## config.mk

```make
export PLATFORM = sky130hd
export DESIGN_NAME = otf_top
export DESIGN_NICKNAME = d
export VERILOG_FILES = /design/src/hdl/otf_pkg.sv /design/src/hdl/otf_axis.sv /design/src/hdl/otf_top.sv
export SDC_FILE = /design/constraint.sdc
export NUM_CORES = 1
export LEC_CHECK = 0
export ABC_AREA = 1
export ABC_CLOCK_PERIOD_IN_PS = 5650
export BUFFER_PORTS_ARGS = -buffer_cell sky130_fd_sc_hd__buf_2
export CAP_MARGIN = 20
export CORE_MARGIN = 4
export CORE_UTILIZATION = 33
export CTS_BUF_LIST = sky130_fd_sc_hd__clkbuf_8
export DETAILED_ROUTE_END_ITERATION = 16
export SLEW_MARGIN = 5
export SYNTH_ARGS = -nofsm -noshare
export SYNTH_HDL_FRONTEND = slang
export SYNTH_SLANG_ARGS = --single-unit
export TNS_END_PERCENT = 10
```

## constraint.sdc

```tcl
create_clock -name clk_sys -period 5.65 [get_ports clk_sys]
set_input_delay 0 -clock clk_sys [delete_from_list [all_inputs] [get_ports clk_sys]]
set_output_delay 0 -clock clk_sys [all_outputs]
set_load 0.01 [all_outputs]
```

## src/hdl/otf_pkg.sv

```systemverilog
// Constants and types for the outside-of-threshold axis flag block
// Summary of operation
// - Axis flag set at/over thresholds, else cleared; latched: cleared by status read
// - Y and Z flags evaluated only when enabled
// - Polarity 1 upper, 0 lower; bits 4,2,0
// - Polarity captured when axis flag becomes set
// - Unlatched: polarity refreshed once debounce reached
// - Event active after debounce periods of outside
// - X flag bit 5 only when X enabled
package otf_pkg;

    // ****************************************
    // Register indices and byte addresses
    // ****************************************
    localparam logic [7:0] IDX_STATUS = 8'h2d;
    localparam logic [7:0] IDX_CONFIG = 8'h20;
    localparam logic [7:0] IDX_UPPER = 8'h21;
    localparam logic [7:0] IDX_LOWER = 8'h22;
    localparam logic [7:0] IDX_DEBOUNCE = 8'h23;
    localparam logic [7:0] ADDR_STATUS = {IDX_STATUS[5:0], 2'b00};
    localparam logic [7:0] ADDR_CONFIG = {IDX_CONFIG[5:0], 2'b00};
    localparam logic [7:0] ADDR_UPPER = {IDX_UPPER[5:0], 2'b00};
    localparam logic [7:0] ADDR_LOWER = {IDX_LOWER[5:0], 2'b00};
    localparam logic [7:0] ADDR_DEBOUNCE = {IDX_DEBOUNCE[5:0], 2'b00};

    // ****************************************
    // Status field positions
    // ****************************************
    localparam int BIT_EVENT_ACTIVE = 7;
    localparam int BIT_X_FLAG = 5;
    localparam int BIT_X_POL = 4;
    localparam int BIT_Y_FLAG = 3;
    localparam int BIT_Y_POL = 2;
    localparam int BIT_Z_FLAG = 1;
    localparam int BIT_Z_POL = 0;

    // ****************************************
    // Widths and values after reset
    // ****************************************
    localparam int DATA_W = 12;
    localparam int DEB_W = 8;
    localparam logic [4:0] CONFIG_RST = 5'h00;
    localparam logic [DATA_W-1:0] UPPER_RST = 12'h000;
    localparam logic [DATA_W-1:0] LOWER_RST = 12'h000;
    localparam logic [DEB_W-1:0] DEBOUNCE_RST = 8'h00;
    localparam logic [1:0] RESP_OKAY = 2'h0;
    localparam logic [1:0] RESP_SLVERR = 2'h2;

    // ****************************************
    // Carriers
    // ****************************************
    typedef struct packed {
        logic relative;
        logic latch;
        logic x_en;
        logic y_en;
        logic z_en;
    } otf_cfg_s;

    typedef struct packed {
        logic valid;
        logic signed [DATA_W-1:0] x;
        logic signed [DATA_W-1:0] y;
        logic signed [DATA_W-1:0] z;
    } otf_sample_s;

endpackage : otf_pkg

```

## src/hdl/otf_axis.sv

```systemverilog
// One axis of outside-of-threshold detection with its polarity flag
`timescale 1ns/1ps
module otf_axis
    import otf_pkg::*;
#(
    parameter int W = DATA_W
)
(
    // Clock and reset
    input wire logic clk_sys,
    input wire logic nrst,
    // Controls
    input wire logic sample_tick,
    input wire logic enable,
    input wire logic latch,
    input wire logic deb_reached,
    input wire logic clear_read,
    // Data
    input wire logic signed [W:0] value,
    input wire logic signed [W-1:0] upper,
    input wire logic signed [W-1:0] lower,
    // Results
    output logic outside_now,
    output logic flag_reg,
    output logic pol_reg
);

    logic hit_up;
    logic hit_lo;
    logic flag_next;
    logic pol_next;

    // Inclusive compares; a disabled axis never reports
    always_comb
    begin
        hit_up = value >= $signed({upper[W-1], upper});
        hit_lo = value <= $signed({lower[W-1], lower});
        outside_now = enable && (hit_up || hit_lo);
    end

    // Flag and polarity next values
    always_comb
    begin
        flag_next = flag_reg;
        pol_next = pol_reg;
        if (!latch)
        begin
            if (sample_tick)
                flag_next = outside_now;
        end
        else
        begin
            if (clear_read)
                flag_next = 1'b0;
            // Set after clear so a new event wins over the read
            if (sample_tick && outside_now)
                flag_next = 1'b1;
        end
        // Upper wins if thresholds overlap: 1 means upper side
        if (sample_tick && outside_now && !flag_reg)
            pol_next = hit_up;
        if (!latch && sample_tick && outside_now && deb_reached)
            pol_next = hit_up;
    end

    // Register stage
    always_ff @(posedge clk_sys or negedge nrst)
    begin
        if (!nrst)
        begin
            flag_reg <= 1'b0;
            pol_reg <= 1'b0;
        end
        else
        begin
            flag_reg <= flag_next;
            pol_reg <= pol_next;
        end
    end

endmodule : otf_axis

```

## src/hdl/otf_top.sv

```systemverilog
// Outside-of-threshold axis flags with its AXI4-Lite register slave
//
// The implementer's own choice: the AXI4-Lite interface to the registers.
`timescale 1ns/1ps
module otf_top
    import otf_pkg::*;
#(
    parameter int W = DATA_W,
    parameter int DW = DEB_W
)
(
    // Clock and reset
    input wire logic clk_sys,
    input wire logic nrst,
    // Sample stream, one valid pulse per output data period
    input wire otf_sample_s sample_in,
    // Combined event
    output logic outside_event_active,
    // AXI4-Lite write address
    input wire logic [7:0] s_axi_awaddr,
    input wire logic s_axi_awvalid,
    output logic s_axi_awready,
    // AXI4-Lite write data
    input wire logic [31:0] s_axi_wdata,
    input wire logic [3:0] s_axi_wstrb,
    input wire logic s_axi_wvalid,
    output logic s_axi_wready,
    // AXI4-Lite write response
    output logic [1:0] s_axi_bresp,
    output logic s_axi_bvalid,
    input wire logic s_axi_bready,
    // AXI4-Lite read address
    input wire logic [7:0] s_axi_araddr,
    input wire logic s_axi_arvalid,
    output logic s_axi_arready,
    // AXI4-Lite read data
    output logic [31:0] s_axi_rdata,
    output logic [1:0] s_axi_rresp,
    output logic s_axi_rvalid,
    input wire logic s_axi_rready
);
    // ****************************************
    // Declarations
    // ****************************************
    otf_cfg_s cfg_reg, cfg_next;
    logic [W-1:0] upper_reg, upper_next, lower_reg, lower_next;
    logic [DW-1:0] deb_reg, deb_next, cnt_reg, cnt_next;
    logic [7:0] awaddr_reg, awaddr_next, wr_addr, status;
    logic [31:0] wdata_reg, wdata_next, rdata_reg, rdata_next, wr_data;
    logic [3:0] wstrb_reg, wstrb_next, wr_strb;
    logic aw_held_reg, aw_held_next, w_held_reg, w_held_next;
    logic bvalid_reg, bvalid_next, rvalid_reg, rvalid_next;
    logic [1:0] bresp_reg, bresp_next, rresp_reg, rresp_next;
    logic aw_have, w_have, do_write, clear_read;
    logic signed [W-1:0] ref_reg [3], ref_next [3], raw [3];
    logic signed [W:0] value [3];
    logic [2:0] axis_en, outside_now, flag, pol;
    logic ea_reg, ea_next, any_now, deb_reached;

    // ****************************************
    // Axis values
    // ****************************************
    // Relative mode compares against the previous sample
    always_comb
    begin
        raw[0] = sample_in.x;
        raw[1] = sample_in.y;
        raw[2] = sample_in.z;
        axis_en = {cfg_reg.x_en, cfg_reg.y_en, cfg_reg.z_en};
        for (int i = 0; i < 3; i++)
        begin
            ref_next[i] = sample_in.valid ? raw[i] : ref_reg[i];
            if (cfg_reg.relative)
                value[i] = $signed({raw[i][W-1], raw[i]})
                    - $signed({ref_reg[i][W-1], ref_reg[i]});
            else
                value[i] = $signed({raw[i][W-1], raw[i]});
        end
    end
    // Index 0 is X, 2 is Z, matching enable order high to low
    genvar g;
    generate
        for (g = 0; g < 3; g++)
        begin : g_axis
            otf_axis #(.W(W)) u_axis (
                .clk_sys(clk_sys),
                .nrst(nrst),
                .sample_tick(sample_in.valid),
                .enable(axis_en[2-g]),
                .latch(cfg_reg.latch),
                .deb_reached(deb_reached),
                .clear_read(clear_read),
                .value(value[g]),
                .upper(upper_reg),
                .lower(lower_reg),
                .outside_now(outside_now[g]),
                .flag_reg(flag[g]),
                .pol_reg(pol[g])
            );
        end
    endgenerate
    // ****************************************
    // Debounce and combined event
    // ****************************************
    // Counter saturates so a long event never wraps back to idle
    always_comb
    begin
        any_now = |outside_now;
        cnt_next = cnt_reg;
        if (sample_in.valid)
        begin
            if (!any_now)
                cnt_next = '0;
            else if (cnt_reg != {DW{1'b1}})
                cnt_next = cnt_reg + 1'b1;
        end
        deb_reached = any_now && (cnt_next >= deb_reg);
        ea_next = ea_reg;
        if (!cfg_reg.latch)
        begin
            if (sample_in.valid)
                ea_next = deb_reached;
        end
        else
        begin
            if (clear_read)
                ea_next = 1'b0;
            if (sample_in.valid && deb_reached)
                ea_next = 1'b1;
        end
    end
    // Debounce state and previous samples
    always_ff @(posedge clk_sys or negedge nrst)
    begin
        if (!nrst)
        begin
            cnt_reg <= '0;
            ea_reg <= 1'b0;
            for (int i = 0; i < 3; i++)
                ref_reg[i] <= '0;
        end
        else
        begin
            cnt_reg <= cnt_next;
            ea_reg <= ea_next;
            for (int i = 0; i < 3; i++)
                ref_reg[i] <= ref_next[i];
        end
    end
    // Status byte layout
    always_comb
    begin
        status = '0;
        status[BIT_EVENT_ACTIVE] = ea_reg;
        status[BIT_X_FLAG] = flag[0];
        status[BIT_X_POL] = pol[0];
        status[BIT_Y_FLAG] = flag[1];
        status[BIT_Y_POL] = pol[1];
        status[BIT_Z_FLAG] = flag[2];
        status[BIT_Z_POL] = pol[2];
    end
    // Event output mirrors status bit 7
    assign outside_event_active = ea_reg;
    // ****************************************
    // AXI4-Lite slave
    // ****************************************
    // Address and data may arrive in either order; held until paired
    always_comb
    begin
        aw_have = aw_held_reg || (s_axi_awvalid && s_axi_awready);
        w_have = w_held_reg || (s_axi_wvalid && s_axi_wready);
        do_write = aw_have && w_have && !bvalid_reg;
        wr_addr = aw_held_reg ? awaddr_reg : s_axi_awaddr;
        wr_data = w_held_reg ? wdata_reg : s_axi_wdata;
        wr_strb = w_held_reg ? wstrb_reg : s_axi_wstrb;
        clear_read = s_axi_arvalid && s_axi_arready
            && (s_axi_araddr == ADDR_STATUS);
    end
    // Readies from state; answers straight from registers
    assign s_axi_awready = !aw_held_reg && !bvalid_reg;
    assign s_axi_wready = !w_held_reg && !bvalid_reg;
    assign s_axi_arready = !rvalid_reg;
    assign s_axi_bvalid = bvalid_reg;
    assign s_axi_bresp = bresp_reg;
    assign s_axi_rvalid = rvalid_reg;
    assign s_axi_rresp = rresp_reg;
    assign s_axi_rdata = rdata_reg;
    // Write channel and register updates
    always_comb
    begin
        awaddr_next = awaddr_reg;
        wdata_next = wdata_reg;
        wstrb_next = wstrb_reg;
        aw_held_next = aw_have;
        w_held_next = w_have;
        bvalid_next = bvalid_reg && !s_axi_bready;
        bresp_next = bresp_reg;
        cfg_next = cfg_reg;
        upper_next = upper_reg;
        lower_next = lower_reg;
        deb_next = deb_reg;
        if (s_axi_awvalid && s_axi_awready)
            awaddr_next = s_axi_awaddr;
        if (s_axi_wvalid && s_axi_wready)
        begin
            wdata_next = s_axi_wdata;
            wstrb_next = s_axi_wstrb;
        end
        if (do_write)
        begin
            aw_held_next = 1'b0;
            w_held_next = 1'b0;
            bvalid_next = 1'b1;
            bresp_next = RESP_OKAY;
            unique case (wr_addr)
                ADDR_CONFIG:
                    if (wr_strb[0])
                        cfg_next = otf_cfg_s'(wr_data[4:0]);
                ADDR_UPPER:
                begin
                    if (wr_strb[0])
                        upper_next[7:0] = wr_data[7:0];
                    if (wr_strb[1])
                        upper_next[W-1:8] = wr_data[W-1:8];
                end
                ADDR_LOWER:
                begin
                    if (wr_strb[0])
                        lower_next[7:0] = wr_data[7:0];
                    if (wr_strb[1])
                        lower_next[W-1:8] = wr_data[W-1:8];
                end
                ADDR_DEBOUNCE:
                    if (wr_strb[0])
                        deb_next = wr_data[DW-1:0];
                // Status is read-only; the write is accepted and dropped
                ADDR_STATUS: ;
                default: bresp_next = RESP_SLVERR;
            endcase
        end
    end
    // Read data are captured before the read-clear takes effect
    always_comb
    begin
        rvalid_next = rvalid_reg && !s_axi_rready;
        rresp_next = rresp_reg;
        rdata_next = rdata_reg;
        if (s_axi_arvalid && s_axi_arready)
        begin
            rvalid_next = 1'b1;
            rresp_next = RESP_OKAY;
            rdata_next = '0;
            unique case (s_axi_araddr)
                ADDR_STATUS: rdata_next[7:0] = status;
                ADDR_CONFIG: rdata_next[4:0] = cfg_reg;
                ADDR_UPPER: rdata_next[W-1:0] = upper_reg;
                ADDR_LOWER: rdata_next[W-1:0] = lower_reg;
                ADDR_DEBOUNCE: rdata_next[DW-1:0] = deb_reg;
                default: rresp_next = RESP_SLVERR;
            endcase
        end
    end
    // Bus channel and software register state
    always_ff @(posedge clk_sys or negedge nrst)
    begin
        if (!nrst)
        begin
            awaddr_reg <= '0;
            wdata_reg <= '0;
            wstrb_reg <= '0;
            aw_held_reg <= 1'b0;
            w_held_reg <= 1'b0;
            bvalid_reg <= 1'b0;
            bresp_reg <= RESP_OKAY;
            rvalid_reg <= 1'b0;
            rresp_reg <= RESP_OKAY;
            rdata_reg <= '0;
            cfg_reg <= otf_cfg_s'(CONFIG_RST);
            upper_reg <= UPPER_RST;
            lower_reg <= LOWER_RST;
            deb_reg <= DEBOUNCE_RST;
        end
        else
        begin
            awaddr_reg <= awaddr_next;
            wdata_reg <= wdata_next;
            wstrb_reg <= wstrb_next;
            aw_held_reg <= aw_held_next;
            w_held_reg <= w_held_next;
            bvalid_reg <= bvalid_next;
            bresp_reg <= bresp_next;
            rvalid_reg <= rvalid_next;
            rresp_reg <= rresp_next;
            rdata_reg <= rdata_next;
            cfg_reg <= cfg_next;
            upper_reg <= upper_next;
            lower_reg <= lower_next;
            deb_reg <= deb_next;
        end
    end
endmodule : otf_top

```

==> Flow_metrics.wiki <==
{| class="wikitable"
! Metric !! Value
|-
| Layout cells sized above 1 || 0.120
|-
| Starting density of the core || 0.335
|-
| Post-layout instance area || 11700 um^2
|-
| Post-Route WL || 26.4 mm
|-
| Count of inserted antenna diode cells || 0
|-
| CTS tree || done
|-
| Yosys Warn Count || 0
|-
| Category of the critical setup timing path || reg2reg
|-
| Max VDD drop || 0.000256 V
|-
| Fraction of post-synthesis cell area in the top cell type by area || 0.323
|-
| Reg2Reg Launch Point || ref_reg[24]$_DFFE_PN0P_
|-
| Via density per instance || 4.74
|-
| Die Footprint || 32900 um^2
|-
| Max FFs per register || 36
|-
| CP dominant cell by count || sky130_fd_sc_hd__nand2_1
|-
| Type of the most critical hold path || in2reg
|-
| Register bit count reported by yosys || 128
|-
| Distinct cell type count of the synthesized netlist || 47
|-
| Layout area overhead || 18.1%
|-
| Worst Skew || 17.4 ps
|-
| Count of port buffers added during placement || 93
|-
| Remaining antenna violation count || 0
|-
| Register-to-register path setup slack || 570 ps
|-
| Worst Path Arrival || 5470 ps
|-
| Worst hold slack after final layout || 49.2 ps
|-
| Final HPWL from detailed placement || 19.9 mm
|-
| Clock tree buffer depth || 2
|-
| Synth top area cells || sky130_fd_sc_hd__dfrtp_1 32%, sky130_fd_sc_hd__ha_1 16%, sky130_fd_sc_hd__nand2_1 14%
|-
| Cells after synthesis || 1361
|-
| Post-synth EDFFs || 0
|-
| Critical Path Sink Type || flop
|-
| Startpoint type of the worst setup path || flop
|-
| Violation count after the first detailed-route iteration || 420
|-
| Die H || 181 um
|-
| Setup TNS || 0 ps
|-
| Required @ worst endpoint || 6040 ps
|-
| DP Area || 10700 um^2
|-
| Routability Congestion || 0.867
|-
| Pwr/cell area || 256 nW/um^2
|-
| Sink count of the clock tree || 128
|-
| Length in cells of the worst reg-to-reg path || 35
|-
| Worst Path Max Fanout || 4
|-
| Count of pins over their slew limit || 0
|-
| Die X || 181 um
|-
| Total routing usage reported by global routing || 0.161
|-
| Total core area || 29600 um^2
|-
| Remaining design rule violation count || 0
|-
| Post-CTS clock slew at the launch and capture registers of the worst setup and hold paths || 90 ps
|-
| Number of vias in the routed layout || 9072
|-
| Cell area after technology mapping || 9930 um^2
|-
| Remaining global-route overflow || 0
|-
| Routed wirelength normalized by instance count || 13.8 um
|-
| Global-route wire length before repair || 43.2 mm
|-
| Slew at the pin closest to its max-slew limit || 947 ps
|-
| Number of I/O pins || 138
|-
| Leakage power of the design || 5.95 nW
|-
| Max Fclk || 0.197 GHz
|-
| Drt first pass iters || 7
|-
| Top-count cell post-synth || sky130_fd_sc_hd__nand2_1
|-
| Worst stage delay on the critical path || 400 ps
|-
| End of the worst register-to-register path || g_axis[2].u_axis.pol_reg$_DFFE_PN0P_
|-
| Final worst-path cycle share || 0.899
|-
| Portion of the post-synthesis area used by sequential elements || 0.323
|-
| Most used flip-flop cell after synthesis || sky130_fd_sc_hd__dfrtp_1
|-
| Setup repair after global routing missed its margin || false
|-
| Async set-reset flop share out of synthesis || 1.00
|-
| Inserted Clock Buffers || 17
|-
| Maximum level of the CTS H-tree || 4
|-
| Worst hold endpoint || s_axi_rdata[0]$_DFFE_PN0P_
|-
| Net count, final || 1731
|-
| Number of global-route vias before repair || 8738
|-
| Number of cells on the worst hold path || 4
|-
| Clock latency of the later-clocked register in the worst-skew pair || 470 ps
|-
| Setup-failing EPs final || 0
|-
| Commonest cells in the synthesized netlist || 368 x sky130_fd_sc_hd__nand2_1, 201 x sky130_fd_sc_hd__inv_1, 128 x sky130_fd_sc_hd__dfrtp_1
|-
| Headroom to the max-slew limit || 0.362
|-
| Minimum period implied by the final worst setup slack || 5080 ps
|-
| CTS Root Cell || sky130_fd_sc_hd__clkbuf_8
|-
| Slowest CP cell || sky130_fd_sc_hd__fa_1
|-
| Max_cap viols || 0
|-
| Cell type with the largest total area after synthesis || sky130_fd_sc_hd__dfrtp_1
|-
| Worst min-delay path startpoint || s_axi_araddr[3]
|-
| Hold Violations, Final || 0
|-
| Antenna violations before repair || 0
|-
| Largest net degree at the start of global routing || 66
|-
| Status || complete, no violations
|-
| Post-synthesis average cell area || 7.29 um^2
|-
| Number of standard-cell rows in the floorplan || 63
|}
[cells in the final DEF (no fill, tap or decap), types with 22 or more instances in the layout]
cell type,instances
sky130_fd_sc_hd__dfrtp_1,128
sky130_fd_sc_hd__buf_2,92
sky130_fd_sc_hd__inv_1,201
sky130_fd_sc_hd__nand2_1,368
sky130_fd_sc_hd__conb_1,22
sky130_fd_sc_hd__nand3_1,44
sky130_fd_sc_hd__nor2_1,77
sky130_fd_sc_hd__ha_1,123
sky130_fd_sc_hd__a21oi_1,84
sky130_fd_sc_hd__dlygate4sd3_1,63
sky130_fd_sc_hd__o21ai_0,118
[how the worst max path moves through the flow]
stage | start | to | slack, ps | cells past startpoint
floorplan | ref_reg[24]$_DFFE_PN0P_ | g_axis[1].u_axis.pol_reg$_DFFE_PN0P_ | 1250 | 35
detailed placement | ref_reg[24]$_DFFE_PN0P_ | g_axis[1].u_axis.pol_reg$_DFFE_PN0P_ | 470 | 35
CTS | ref_reg[24]$_DFFE_PN0P_ | g_axis[1].u_axis.pol_reg$_DFFE_PN0P_ | 460 | 35
global placement | ref_reg[24]$_DFFE_PN0P_ | g_axis[1].u_axis.pol_reg$_DFFE_PN0P_ | 610 | 35
global route | ref_reg[24]$_DFFE_PN0P_ | g_axis[2].u_axis.pol_reg$_DFFE_PN0P_ | 7 | 35
finish | ref_reg[24]$_DFFE_PN0P_ | g_axis[2].u_axis.pol_reg$_DFFE_PN0P_ | 570 | 35
[logic make-up after synthesis]
logic type / Yosys count / synth area share
compound gates: 291 / 0.165
xor+xnor: 17 / 0.0150
fa+ha+maj: 126 / 0.161
buf+inv: 255 / 0.107
flops: 128 / 0.323
mux: 6 / 0.00668
other cells: 1 / 0.000378
simple gates: 537 / 0.222
[area by class of cell]
| cell class | instances | area [um^2] |
|---|---|---|
| fill | 3134 | 17900 |
| multi-input combinational | 999 | 5740 |
| sequential | 128 | 3200 |
| timing repair buffer | 160 | 1130 |
| inverter | 203 | 762 |
| tap | 390 | 488 |
| clock buffer | 18 | 248 |
| clock inverter | 14 | 146 |
[per-stage QoR]
stage	cells	setup WS (ps)	utilization	total power (W)
2_1_floorplan	1382	1250	-	0.00188
3_3_place_gp	1817	610	0.361	0.00213
3_5_place_dp	1817	470	0.361	0.00216
4_1_cts	1912	456	0.395	0.00303
5_1_grt	1912	7.14	0.395	0.00324
6_report	1912	570	0.395	0.00300
[routing by layer]
metal	global-route usage	up-vias	wire, um
li1	-	4725	-
met1	0.214	4121	12400
met2	0.272	199	12300
met3	0.0325	27	1350
met4	0.0372	0	426
met5	0	-	0
[critical path, delay by kind of cell, from the launching register on]
family,cells,cell delay (ps)
and+or+nand+nor,23,2420
adders and majority gates,4,1190
AOI/OAI and AO/OA,7,980
DFF,1,370
buffers and inverters,1,60
[power by group]
group          switching, W  internal, W  leakage (nW)
logic              0.000656     0.000376          4.10
registers         0.0000823      0.00106          1.66
clock network      0.000445     0.000375         0.189
total               0.00118      0.00181          5.95
[timing repair]
item	in CTS	in global routing
hold endpoints to repair	132	0
setup endpoints to repair	0	3
setup buffers	0	0
hold buffers	63	0
resized for setup	0	3
Note: power is estimated with default switching activity, not from simulation.
